==> src/common/psm_pkg.sv <==
package psm_pkg;
   // Mode byte codes for the sleep/stop control register
   localparam logic [7:0] SLEEP_CODE = 8'h0F;
   localparam logic [7:0] STOP_CODE  = 8'h5A;
   localparam logic [7:0] CTL_RESET  = 8'h00;

   // Clock control register fields
   localparam int CK_RC_OSC_WATCHDOG_MODE_BIT  = 5;   // rc_watchdog_select
   localparam int CK_WDT_RST_BIT = 4;   // watchdog_reset_select
   localparam int CK_DIV_LSB     = 0;   // prescaler ratio, 4 bits
   localparam int CK_DIV_W       = 4;
   localparam int PRE_W          = 16;

   // Basic interval timer warm-up span
   localparam logic [7:0] BIT_START = 8'h00;
   localparam logic [7:0] BIT_LAST  = 8'hFF;

   // Wake source lines
   localparam int WK_W     = 7;
   localparam int WK_EXT   = 0;   // external interrupt pins
   localparam int WK_EVT   = 1;   // event counter timer
   localparam int WK_RC_WATCHDOG_SELECT = 2;   // rc-oscillated watchdog
   localparam int WK_WATCH = 3;   // watch timer
   localparam int WK_SIO   = 4;   // sync_serial_port
   localparam int WK_UART  = 5;
   localparam int WK_OTHER = 6;   // any other interrupt

   // Peripheral run enables
   localparam int PR_W     = 8;
   localparam int PR_BIT   = 0;
   localparam int PR_WDT   = 1;
   localparam int PR_WATCH = 2;
   localparam int PR_TMR   = 3;
   localparam int PR_EVT   = 4;
   localparam int PR_BUZAD = 5;
   localparam int PR_SIO   = 6;
   localparam int PR_UART  = 7;

   // Controller register map (APB byte addresses)
   localparam logic [7:0] A_SLEEP_STOP_CONTROL_REG  = 8'h00;
   localparam logic [7:0] A_CKCTL = 8'h04;
   localparam logic [7:0] A_CTRL  = 8'h08;
   localparam logic [7:0] A_WAKE  = 8'h0C;
   localparam logic [7:0] A_IEN   = 8'h10;
   localparam logic [7:0] A_STAT  = 8'h14;
   localparam logic [7:0] A_EVT   = 8'h18;

   // Control register bits
   localparam int C_STOP = 0;
   localparam int C_IFLG = 1;
   localparam int C_WATCHDOG_IRQ_ENABLE = 2;
   localparam int C_EVT  = 3;
   localparam int C_WSUB = 4;
   localparam int C_SIOX = 5;
   localparam int C_UARX = 6;

   // Sticky event bits
   localparam int E_RES  = 0;
   localparam int E_VEC  = 1;
   localparam int E_WDV  = 2;
   localparam int E_IRST = 3;

   typedef enum logic [1:0] {PM_RUN, PM_SLEEP, PM_STOP, PM_WARM} psm_mode_t;
endpackage

==> src/common/psm_if.sv <==
`timescale 1ns/1ns
`default_nettype none
interface psm_if;
   import psm_pkg::*;
   // Orders from the core side
   logic              sleep_stop_control_reg_wr;
   logic              ckctl_wr;
   logic [7:0]        wr_byte;
   logic              stop_exec;
   logic              i_flag;
   logic              watchdog_irq_enable;
   logic              ec_mode;
   logic              wt_sub;
   logic              sio_ext;
   logic              uart_ext;
   logic [WK_W-1:0]   wake;
   // Answers from the power controller
   logic              cpu_clk_en;
   logic              sys_clk_en;
   logic              periph_clk_en;
   logic              main_osc_en;
   logic [PR_W-1:0]   run_en;
   psm_mode_t         mode;
   logic [7:0]        sleep_stop_control_reg;
   logic [7:0]        ckctl;
   logic [7:0]        bit_cnt;
   logic              resume;
   logic              vector_irq;
   logic              wdt_vector;
   logic              int_reset;

   modport dev (
      input  sleep_stop_control_reg_wr, ckctl_wr, wr_byte, stop_exec, i_flag, watchdog_irq_enable,
             ec_mode, wt_sub, sio_ext, uart_ext, wake,
      output cpu_clk_en, sys_clk_en, periph_clk_en, main_osc_en, run_en, mode,
             sleep_stop_control_reg, ckctl, bit_cnt, resume, vector_irq, wdt_vector, int_reset
   );
   modport core (
      output sleep_stop_control_reg_wr, ckctl_wr, wr_byte, stop_exec, i_flag, watchdog_irq_enable,
             ec_mode, wt_sub, sio_ext, uart_ext, wake,
      input  cpu_clk_en, sys_clk_en, periph_clk_en, main_osc_en, run_en, mode,
             sleep_stop_control_reg, ckctl, bit_cnt, resume, vector_irq, wdt_vector, int_reset
   );
endinterface
`default_nettype wire

==> src/logic/psm_power_ctl.sv <==
// Function
// Write 0Fh to control enters sleep
// Stop instruction with 5Ah loaded enters stop
// Sleep halts CPU clock only
// Sleep ends on reset or interrupt
// Reset clears controls; interrupt wake keeps them
// Flag set vectors; clear resumes next instruction
// Stop gates oscillator, system, peripheral clocks
// Stop holds state and next-instruction address
// Interval timer halts in stop unless RC variant
// Watchdog, watch timer gating per mode
// Timers run in sleep; only event counters in stop
// Buzzer, ADC off; serial only with external clock
// Stop released by listed wake sources
// Stop wake counts 00h to FFh, resumes on overflow
// Software sets prescaler for over 20 ms
// Control registers written as whole bytes
// Two idle instructions follow the stop
// RC select at stop keeps RC oscillator
// RC variant exits on reset or external interrupt
// RC watchdog wake vectors or resets per select
// Reset exit comes up in main active mode
// Other codes leave run mode, stop ignored; the code keeps run mode instead
`timescale 1ns/1ns
`default_nettype none
module psm_power_ctl
   import psm_pkg::*;
(
   // Clock and reset
   input  wire logic pclk,
   input  wire logic presetn,
   // Core side link
   psm_if.dev        lnk
);
   import psm_pkg::*;

   psm_mode_t            state;
   psm_mode_t            next_state;
   logic                 rc_var;
   logic                 wdt_woke;
   logic [PRE_W-1:0]     pre;
   logic                 tick;
   logic                 bit_on;
   logic [WK_W-1:0]      stop_src;
   logic                 stop_wake;
   logic                 warm_done;
   logic                 rst_pulse;

   // Prescaler tap: one tick every 2^ratio cycles
   function automatic logic pre_tick(input logic [PRE_W-1:0] cnt,
                                     input logic [CK_DIV_W-1:0] ratio);
      logic [PRE_W-1:0] mask;
      mask = ~({PRE_W{1'b1}} << ratio);
      return &(cnt | ~mask);
   endfunction

   // Peripheral run enables for a given mode
   function automatic logic [PR_W-1:0] run_map(input psm_mode_t m, input logic rcv,
                                              input logic wsub, input logic ecm,
                                              input logic siox, input logic uarx);
      logic [PR_W-1:0] r;
      r = '1;
      case (m)
         PM_RUN:
         begin
            r = '1;
         end
         PM_SLEEP:
         begin
            r[PR_WDT]   = 1'b0;
            r[PR_WATCH] = 1'b0;
            r[PR_BUZAD] = 1'b0;
            r[PR_SIO]   = siox;
            r[PR_UART]  = uarx;
         end
         default:
         begin
            r[PR_BIT]   = rcv || (m == PM_WARM);
            r[PR_WDT]   = rcv;
            r[PR_WATCH] = wsub;
            r[PR_TMR]   = 1'b0;
            r[PR_EVT]   = ecm;
            r[PR_BUZAD] = 1'b0;
            r[PR_SIO]   = siox;
            r[PR_UART]  = uarx;
         end
      endcase
      return r;
   endfunction

   assign tick = pre_tick(pre, lnk.ckctl[CK_DIV_LSB +: CK_DIV_W]);
   assign bit_on = lnk.run_en[PR_BIT];

   // Stop wake sources, each but the external pins qualified by its clocking; RC variant keeps only the pins and the RC watchdog
   always_comb
   begin
      stop_src = '0;
      stop_src[WK_EXT]   = lnk.wake[WK_EXT];
      stop_src[WK_RC_WATCHDOG_SELECT] = lnk.wake[WK_RC_WATCHDOG_SELECT] && rc_var;
      if (!rc_var)
      begin
         stop_src[WK_EVT]   = lnk.wake[WK_EVT] && lnk.ec_mode;
         stop_src[WK_WATCH] = lnk.wake[WK_WATCH] && lnk.wt_sub;
         stop_src[WK_SIO]   = lnk.wake[WK_SIO] && lnk.sio_ext;
         stop_src[WK_UART]  = lnk.wake[WK_UART] && lnk.uart_ext;
      end
   end
   assign stop_wake = |stop_src;
   assign warm_done = tick && (lnk.bit_cnt == BIT_LAST);

   // Mode sequencing
   always_comb
   begin
      next_state = state;
      case (state)
         PM_RUN:
         begin
            if (lnk.sleep_stop_control_reg_wr && lnk.wr_byte == SLEEP_CODE)
               next_state = PM_SLEEP;
            else if (lnk.stop_exec && lnk.sleep_stop_control_reg == STOP_CODE && !lnk.sleep_stop_control_reg_wr)
               next_state = PM_STOP;
         end
         PM_SLEEP:
            if (|lnk.wake)
               next_state = PM_RUN;
         PM_STOP:
            if (stop_wake)
               next_state = PM_WARM;
         PM_WARM:
            if (warm_done)
               next_state = PM_RUN;
         default:
            next_state = PM_RUN;
      endcase
   end

   // Internal reset from the RC watchdog returns the state to run, as a pin reset does
   always_ff @(posedge pclk or negedge presetn)
   begin
      if (!presetn)
         state <= PM_RUN;
      else if (rst_pulse)
         state <= PM_RUN;
      else
         state <= next_state;
   end

   // Control registers: cleared by any reset, kept across interrupt wakes
   always_ff @(posedge pclk or negedge presetn)
   begin
      if (!presetn)
      begin
         lnk.sleep_stop_control_reg  <= CTL_RESET;
         lnk.ckctl <= CTL_RESET;
      end
      else if (rst_pulse)
      begin
         lnk.sleep_stop_control_reg  <= CTL_RESET;
         lnk.ckctl <= CTL_RESET;
      end
      else
      begin
         // Only whole-byte writes exist on this port, so no partial update
         if (lnk.sleep_stop_control_reg_wr)
            lnk.sleep_stop_control_reg <= lnk.wr_byte;
         if (lnk.ckctl_wr)
            lnk.ckctl <= lnk.wr_byte;
      end
   end

   // Variant tracks the select bit in run, frozen in power-down so stop entry sees it at once
   always_ff @(posedge pclk or negedge presetn)
   begin
      if (!presetn)
         rc_var <= 1'b0;
      else if (state == PM_RUN)
         rc_var <= lnk.ckctl[CK_RC_OSC_WATCHDOG_MODE_BIT];
   end

   // Remember whether the watchdog woke us, for the response after warm-up
   always_ff @(posedge pclk or negedge presetn)
   begin
      if (!presetn)
         wdt_woke <= 1'b0;
      else if (state == PM_STOP && stop_wake)
         wdt_woke <= stop_src[WK_RC_WATCHDOG_SELECT];
   end

   // Prescaler follows the interval timer gate and freezes with it
   always_ff @(posedge pclk or negedge presetn)
   begin
      if (!presetn)
         pre <= '0;
      else if (state == PM_STOP && stop_wake)
         pre <= '0;
      else if (bit_on)
         pre <= pre + 1'b1;
   end

   // Basic interval timer; restarts from zero at a stop wake
   always_ff @(posedge pclk or negedge presetn)
   begin
      if (!presetn)
         lnk.bit_cnt <= BIT_START;
      else if (state == PM_STOP && stop_wake)
         lnk.bit_cnt <= BIT_START;
      else if (bit_on && tick)
         lnk.bit_cnt <= lnk.bit_cnt + 1'b1;
   end

   // Wake response pulses: vector when flag set (RC watchdog wake: reset, watchdog vector or resume per selects), else resume in place
   always_ff @(posedge pclk or negedge presetn)
   begin
      if (!presetn)
      begin
         lnk.resume     <= 1'b0;
         lnk.vector_irq <= 1'b0;
         lnk.wdt_vector <= 1'b0;
         rst_pulse      <= 1'b0;
      end
      else
      begin
         lnk.resume     <= 1'b0;
         lnk.vector_irq <= 1'b0;
         lnk.wdt_vector <= 1'b0;
         rst_pulse      <= 1'b0;
         if ((state == PM_SLEEP && |lnk.wake) || (state == PM_WARM && warm_done))
         begin
            if (!lnk.i_flag)
               lnk.resume <= 1'b1;
            else if (state == PM_WARM && rc_var && wdt_woke)
            begin
               if (lnk.ckctl[CK_WDT_RST_BIT])
                  rst_pulse <= 1'b1;
               else if (lnk.watchdog_irq_enable)
                  lnk.wdt_vector <= 1'b1;
               else
                  lnk.resume <= 1'b1;
            end
            else
               lnk.vector_irq <= 1'b1;
         end
      end
   end
   assign lnk.int_reset = rst_pulse;

   // Clock gating and run enables, registered from the next mode
   always_ff @(posedge pclk or negedge presetn)
   begin
      if (!presetn)
      begin
         lnk.cpu_clk_en    <= 1'b1;
         lnk.sys_clk_en    <= 1'b1;
         lnk.periph_clk_en <= 1'b1;
         lnk.main_osc_en   <= 1'b1;
         lnk.run_en        <= '1;
         lnk.mode          <= PM_RUN;
      end
      else
      begin
         // CPU clock off holds the core, so its PC stays past the stop
         lnk.cpu_clk_en    <= (next_state == PM_RUN);
         lnk.sys_clk_en    <= (next_state == PM_RUN) || (next_state == PM_SLEEP);
         lnk.periph_clk_en <= (next_state == PM_RUN) || (next_state == PM_SLEEP);
         lnk.main_osc_en   <= (next_state != PM_STOP);
         lnk.run_en        <= run_map(next_state, rc_var, lnk.wt_sub, lnk.ec_mode,
                                      lnk.sio_ext, lnk.uart_ext);
         lnk.mode          <= next_state;
      end
   end
endmodule
`default_nettype wire

==> src/flat_wrapper.sv <==
// flat-port wrapper written by rule: the top's interface ports become plain ports
module psm_power_ctl_flat import psm_pkg::*;
  (pclk, presetn, lnk_sleep_stop_control_reg_wr, lnk_ckctl_wr, lnk_wr_byte, lnk_stop_exec, lnk_i_flag, lnk_watchdog_irq_enable, lnk_ec_mode, lnk_wt_sub, lnk_sio_ext, lnk_uart_ext, lnk_wake, lnk_cpu_clk_en, lnk_sys_clk_en, lnk_periph_clk_en, lnk_main_osc_en, lnk_run_en, lnk_mode, lnk_sleep_stop_control_reg, lnk_ckctl, lnk_bit_cnt, lnk_resume, lnk_vector_irq, lnk_wdt_vector, lnk_int_reset);
  psm_if lnk_i ();
  input  wire logic pclk;
  input  wire logic presetn;
  input wire logic [$bits(lnk_i.sleep_stop_control_reg_wr)-1:0] lnk_sleep_stop_control_reg_wr;
  input wire logic [$bits(lnk_i.ckctl_wr)-1:0] lnk_ckctl_wr;
  input wire logic [$bits(lnk_i.wr_byte)-1:0] lnk_wr_byte;
  input wire logic [$bits(lnk_i.stop_exec)-1:0] lnk_stop_exec;
  input wire logic [$bits(lnk_i.i_flag)-1:0] lnk_i_flag;
  input wire logic [$bits(lnk_i.watchdog_irq_enable)-1:0] lnk_watchdog_irq_enable;
  input wire logic [$bits(lnk_i.ec_mode)-1:0] lnk_ec_mode;
  input wire logic [$bits(lnk_i.wt_sub)-1:0] lnk_wt_sub;
  input wire logic [$bits(lnk_i.sio_ext)-1:0] lnk_sio_ext;
  input wire logic [$bits(lnk_i.uart_ext)-1:0] lnk_uart_ext;
  input wire logic [$bits(lnk_i.wake)-1:0] lnk_wake;
  output wire logic [$bits(lnk_i.cpu_clk_en)-1:0] lnk_cpu_clk_en;
  output wire logic [$bits(lnk_i.sys_clk_en)-1:0] lnk_sys_clk_en;
  output wire logic [$bits(lnk_i.periph_clk_en)-1:0] lnk_periph_clk_en;
  output wire logic [$bits(lnk_i.main_osc_en)-1:0] lnk_main_osc_en;
  output wire logic [$bits(lnk_i.run_en)-1:0] lnk_run_en;
  output wire logic [$bits(lnk_i.mode)-1:0] lnk_mode;
  output wire logic [$bits(lnk_i.sleep_stop_control_reg)-1:0] lnk_sleep_stop_control_reg;
  output wire logic [$bits(lnk_i.ckctl)-1:0] lnk_ckctl;
  output wire logic [$bits(lnk_i.bit_cnt)-1:0] lnk_bit_cnt;
  output wire logic [$bits(lnk_i.resume)-1:0] lnk_resume;
  output wire logic [$bits(lnk_i.vector_irq)-1:0] lnk_vector_irq;
  output wire logic [$bits(lnk_i.wdt_vector)-1:0] lnk_wdt_vector;
  output wire logic [$bits(lnk_i.int_reset)-1:0] lnk_int_reset;
  assign lnk_i.sleep_stop_control_reg_wr = lnk_sleep_stop_control_reg_wr;
  assign lnk_i.ckctl_wr = lnk_ckctl_wr;
  assign lnk_i.wr_byte = lnk_wr_byte;
  assign lnk_i.stop_exec = lnk_stop_exec;
  assign lnk_i.i_flag = lnk_i_flag;
  assign lnk_i.watchdog_irq_enable = lnk_watchdog_irq_enable;
  assign lnk_i.ec_mode = lnk_ec_mode;
  assign lnk_i.wt_sub = lnk_wt_sub;
  assign lnk_i.sio_ext = lnk_sio_ext;
  assign lnk_i.uart_ext = lnk_uart_ext;
  assign lnk_i.wake = lnk_wake;
  assign lnk_cpu_clk_en = lnk_i.cpu_clk_en;
  assign lnk_sys_clk_en = lnk_i.sys_clk_en;
  assign lnk_periph_clk_en = lnk_i.periph_clk_en;
  assign lnk_main_osc_en = lnk_i.main_osc_en;
  assign lnk_run_en = lnk_i.run_en;
  assign lnk_mode = lnk_i.mode;
  assign lnk_sleep_stop_control_reg = lnk_i.sleep_stop_control_reg;
  assign lnk_ckctl = lnk_i.ckctl;
  assign lnk_bit_cnt = lnk_i.bit_cnt;
  assign lnk_resume = lnk_i.resume;
  assign lnk_vector_irq = lnk_i.vector_irq;
  assign lnk_wdt_vector = lnk_i.wdt_vector;
  assign lnk_int_reset = lnk_i.int_reset;
  psm_power_ctl u_core (.pclk(pclk), .presetn(presetn), .lnk(lnk_i));
endmodule
==> config.mk <==
export PLATFORM = sky130hd
export DESIGN_NAME = psm_power_ctl_flat
export DESIGN_NICKNAME = d
export VERILOG_FILES = /design/src/common/psm_pkg.sv /design/src/common/psm_if.sv /design/src/logic/psm_power_ctl.sv /design/src/flat_wrapper.sv
export SDC_FILE = /design/constraint.sdc
export NUM_CORES = 1
export LEC_CHECK = 0
export BUFFER_PORTS_ARGS = -buffer_cell sky130_fd_sc_hd__buf_2
export CORE_MARGIN = 1.5
export CORE_UTILIZATION = 45
export CTS_CLUSTER_SIZE = 28
export DETAILED_ROUTE_END_ITERATION = 6
export HOLD_SLACK_MARGIN = 0.02
export PLACE_DENSITY = 0.72
export RECOVER_POWER = 50
export SLEW_MARGIN = 30
export SYNTH_ARGS = -nofsm -noshare
export SYNTH_HDL_FRONTEND = slang
export SYNTH_SLANG_ARGS = --single-unit
==> constraint.sdc <==
create_clock -name pclk -period 5.7 [get_ports pclk]
set_input_delay 0.57 -clock pclk [delete_from_list [all_inputs] [get_ports pclk]]
set_output_delay 0.57 -clock pclk [all_outputs]
set_load 0.01 [all_outputs]
==> flow_summary_export.csv <==
group,metric,value,unit
run_status,result_of_the_run,"complete, but fails checks",
run_status,violations_in_the_final_reports,"max-capacitance violations, max-slew violations",
place,gp_routability_congestion,0.785,
timing,layout_min_cycle_time,3.03,ns
clocking,cts.hold.buffers_added,0,
route,postRouteWirelength,6050,µm
min_path,holdCritPathClass,"input port to register",
clocking,cts_buffers,9,
critical_path,worstPathBufferInverterCount,2,
clocking,clk_latency,0.33,ns
route,drtAntennaViolNets,0,
layout,regMostFlops,"u_core.pre",
critical_path,setup.worst_path.start,"presetn",
layout,synth_to_layout_area_growth,19.0,%
timing,tightestPinTransition,3.01,ns
clocking,root_buffer_selected_by_cts,"clkbuf_8",
logic_synthesis,synth_top_cell_area_share,43.7,%
timing,timing.fmax,0.330,GHz
die,floorplan.initialDensity,46.9,%
place,post_placement_setup_slack,3.11,ns
timing,min_period_over_period,53.1,%
critical_path,cpLargestDelayFamily,"buffers and inverters",
critical_path,r2r_start,"u_core.lnk.ckctl[2]",
logic_synthesis,asyncSetResetFlopFracSynth,100,%
run,timing.max_cap.violations,1,
clocking,cts_resized,0,
power_and_ir_drop,power-per-cell-area,345,mW/mm²
die,ios,68,
grt,overflow,0,
critical_path,crit_path_start_kind,"input port",
grt,grt_antenna_before_repair,0,
layout,highest_count_cells_in_the_layout_ignoring_fill_and_taps,"63 x buf_2, 49 x dfrtp_1, 46 x nor2_1",
critical_path,cp_cell_sequence,"buf_2 > clkbuf_1",
layout,final.fill_count,541,
logic_synthesis,syn_nets,299,
layout,layout.nets,363,
layout,layout.area.seq,0.00146,mm²
route,drc_errors,0,
place,place_hpwl,4380,µm
logic_synthesis,synthMuxAreaShare,7.88,%
logic_synthesis,synth-seq-area-share,52.1,%
route,route.vias.total,2216,
clocking,htreeDepth,3,
timing,final-max-slew-violation-count,59,
logic_synthesis,synth_top_area_cell,"dfrtp_1",
logic_synthesis,synth_top_family_by_area,"simple AND/OR/NAND/NOR gates",
critical_path,arrival,2.79,ns
grt,first_pass_grt_wire_length,9990,µm
grt,global_route.usage.total,20.0,%
critical_path,crit_fanout,58,
die,fp.coreArea,0.00599,mm²
logic_synthesis,post_synth_instance_area,0.00281,mm²
logic_synthesis,synth_warn,0,
place,place.port_buffers,67,
die,die_w,82.0,µm
logic_synthesis,synth_edf_count,0,
timing,hold_viol,0,
logic_synthesis,dominantRegCellSynth,"dfrtp_1",
logic_synthesis,yosys.area_share.xor_xnor,4.68,%
route,drt_pass1_iterations,4,
route,detailed_route_wire_length_per_cell,14.6,µm
min_path,hold_path.startpoint,"lnk_sio_ext",
power_and_ir_drop,power,1.15,mW
critical_path,cp_slowest_stage_delay,2.11,ns
layout,antenna_cells,0,
logic_synthesis,yosys_register_bits,58,
grt,number_of_global_route_vias_before_repair,2147,
critical_path,worst_path_max_delay_cell,"clkbuf_1",
critical_path,critical_path_class,"input port to async pin",
layout,final_layout_size_suffix_gt1_share,28.5,%
critical_path,endpoint_kind,"async pin",
timing,total_negative_slack_for_setup_checks,0,ns
logic_synthesis,synth_cell_types,53,
route,detailedRoute.firstIterationViolations,107,
die,die-area,0.00672,mm²
power_and_ir_drop,leakagePower,1.62,nW
layout,largest_register_ffs,15,
clocking,cts.reportedPaths.clkPinSlew,0.06,ns
timing,worst_clock_skew,0.0117,ns
clocking,postCtsSetupRepairBufs,0,
timing,finalSetupViolations,0,
logic_synthesis,synth-adder-area-share,0.891,%
logic_synthesis,post_synth_and_or_nand_nor_area_fraction,19.1,%
critical_path,critPathRequiredTime,5.47,ns
grt,largest_net_degree_at_the_start_of_global_routing,59,
logic_synthesis,number_of_instances_in_the_synthesized_netlist,271,
clocking,clock_tree.buffer_depth,2,
clocking,cts.sink_count,58,
layout,multi_input_comb_area,0.00122,mm²
power_and_ir_drop,vdd_drop_max,0.000253,V
route,routed_via_density,5.34,
timing,setup_slack,2.67,ns
logic_synthesis,compound_cell_area_share_of_the_yosys_netlist,10.7,%
timing,timing.max_slew.rel_slack,-100,%
logic_synthesis,synth_top_cells_by_area,"dfrtp_1 44%, dfstp_2 8.4%, mux2i_1 6.4%",
layout,mostFrequentLayoutCell,"buf_2",
logic_synthesis,post_synth.cell_area_avg,10.4,µm²
die,die_height,82.0,µm
die,row_count,28,
clocking,tritoncts,"done",
timing,grt_setup_unrepaired,"false",
-- logic make-up (layout without fill, tap and decap cells) --
| group | count (synthesis) | in the layout |
|---|---|---|
| AO/OA/AOI/OAI | 41 | 41 |
| AND/OR/NAND/NOR | 111 | 111 |
| adder cells (fa/ha/maj) | 2 | 2 |
| buffers and inverters | 23 | 92 |
| XOR/XNOR | 15 | 15 |
| multiplexers | 21 | 21 |
| flip-flops | 58 | 58 |
-- final timing paths --
kind / endpoint / depth (start not counted) / slack (ns)
hold reg to reg: u_core.lnk.ckctl[7] / 2 / 0.52
hold / removal: u_core.lnk.run_en[6] / 2 / 0.44
max in group pclk: u_core.lnk.vector_irq / 6 / 3.32
setup reg to reg: u_core.lnk.vector_irq / 6 / 3.32
setup / recovery: u_core.pre[1] / 2 / 2.67
min in group asynchronous: u_core.lnk.sleep_stop_control_reg[0] / 2 / 1.31
-- synth_stat cells (7+ instances only) --
cell type / count
a21oi_1: 10
nand2_1: 19
xor2_1: 11
mux2i_1: 18
inv_1: 7
dfstp_2: 9
o21ai_0: 9
nand3_1: 11
nor2_1: 46
dfrtp_1: 49
-- power breakdown --
| part | total [mW] | leakage, nW | internal, mW | switching (mW) |
|---|---|---|---|---|
| clock | 0.378 | 0.103 | 0.225 | 0.154 |
| combinational | 0.223 | 0.802 | 0.0992 | 0.124 |
| sequential | 0.552 | 0.710 | 0.476 | 0.0756 |
-- per-layer routing --
metal,vias up,routed length (µm),GRT usage (%)
met1,1064,2720,26.6
met4,0,100,9.15
met2,65,2910,30.8
met3,8,320,4.89
li1,1079,-,-
met5,-,0,0
-- cell type report --
type / instances / area share, %
clock inverters: 3 / 1.20
repair buffers: 68 / 10.0
inverters: 8 / 0.899
multi-input cells: 190 / 36.6
clock buffers: 13 / 4.75
well taps: 75 / 2.81
flip-flops and latches: 58 / 43.8
-- per-stage QoR --
| stage | hold WS, ns | utilization (%) | instances | instance area (µm²) |
|---|---|---|---|---|
| floorplan | 0.274 | - | 271 | 2810 |
| global placement | 0.500 | 52.5 | 399 | 3140 |
| detailed placement | 0.515 | 52.6 | 399 | 3150 |
| CTS | 0.393 | 55.9 | 415 | 3350 |
| global route | 0.434 | 55.8 | 415 | 3340 |
| finish | 0.438 | 55.8 | 415 | 3340 |
Power figures use the tool's default switching activity.
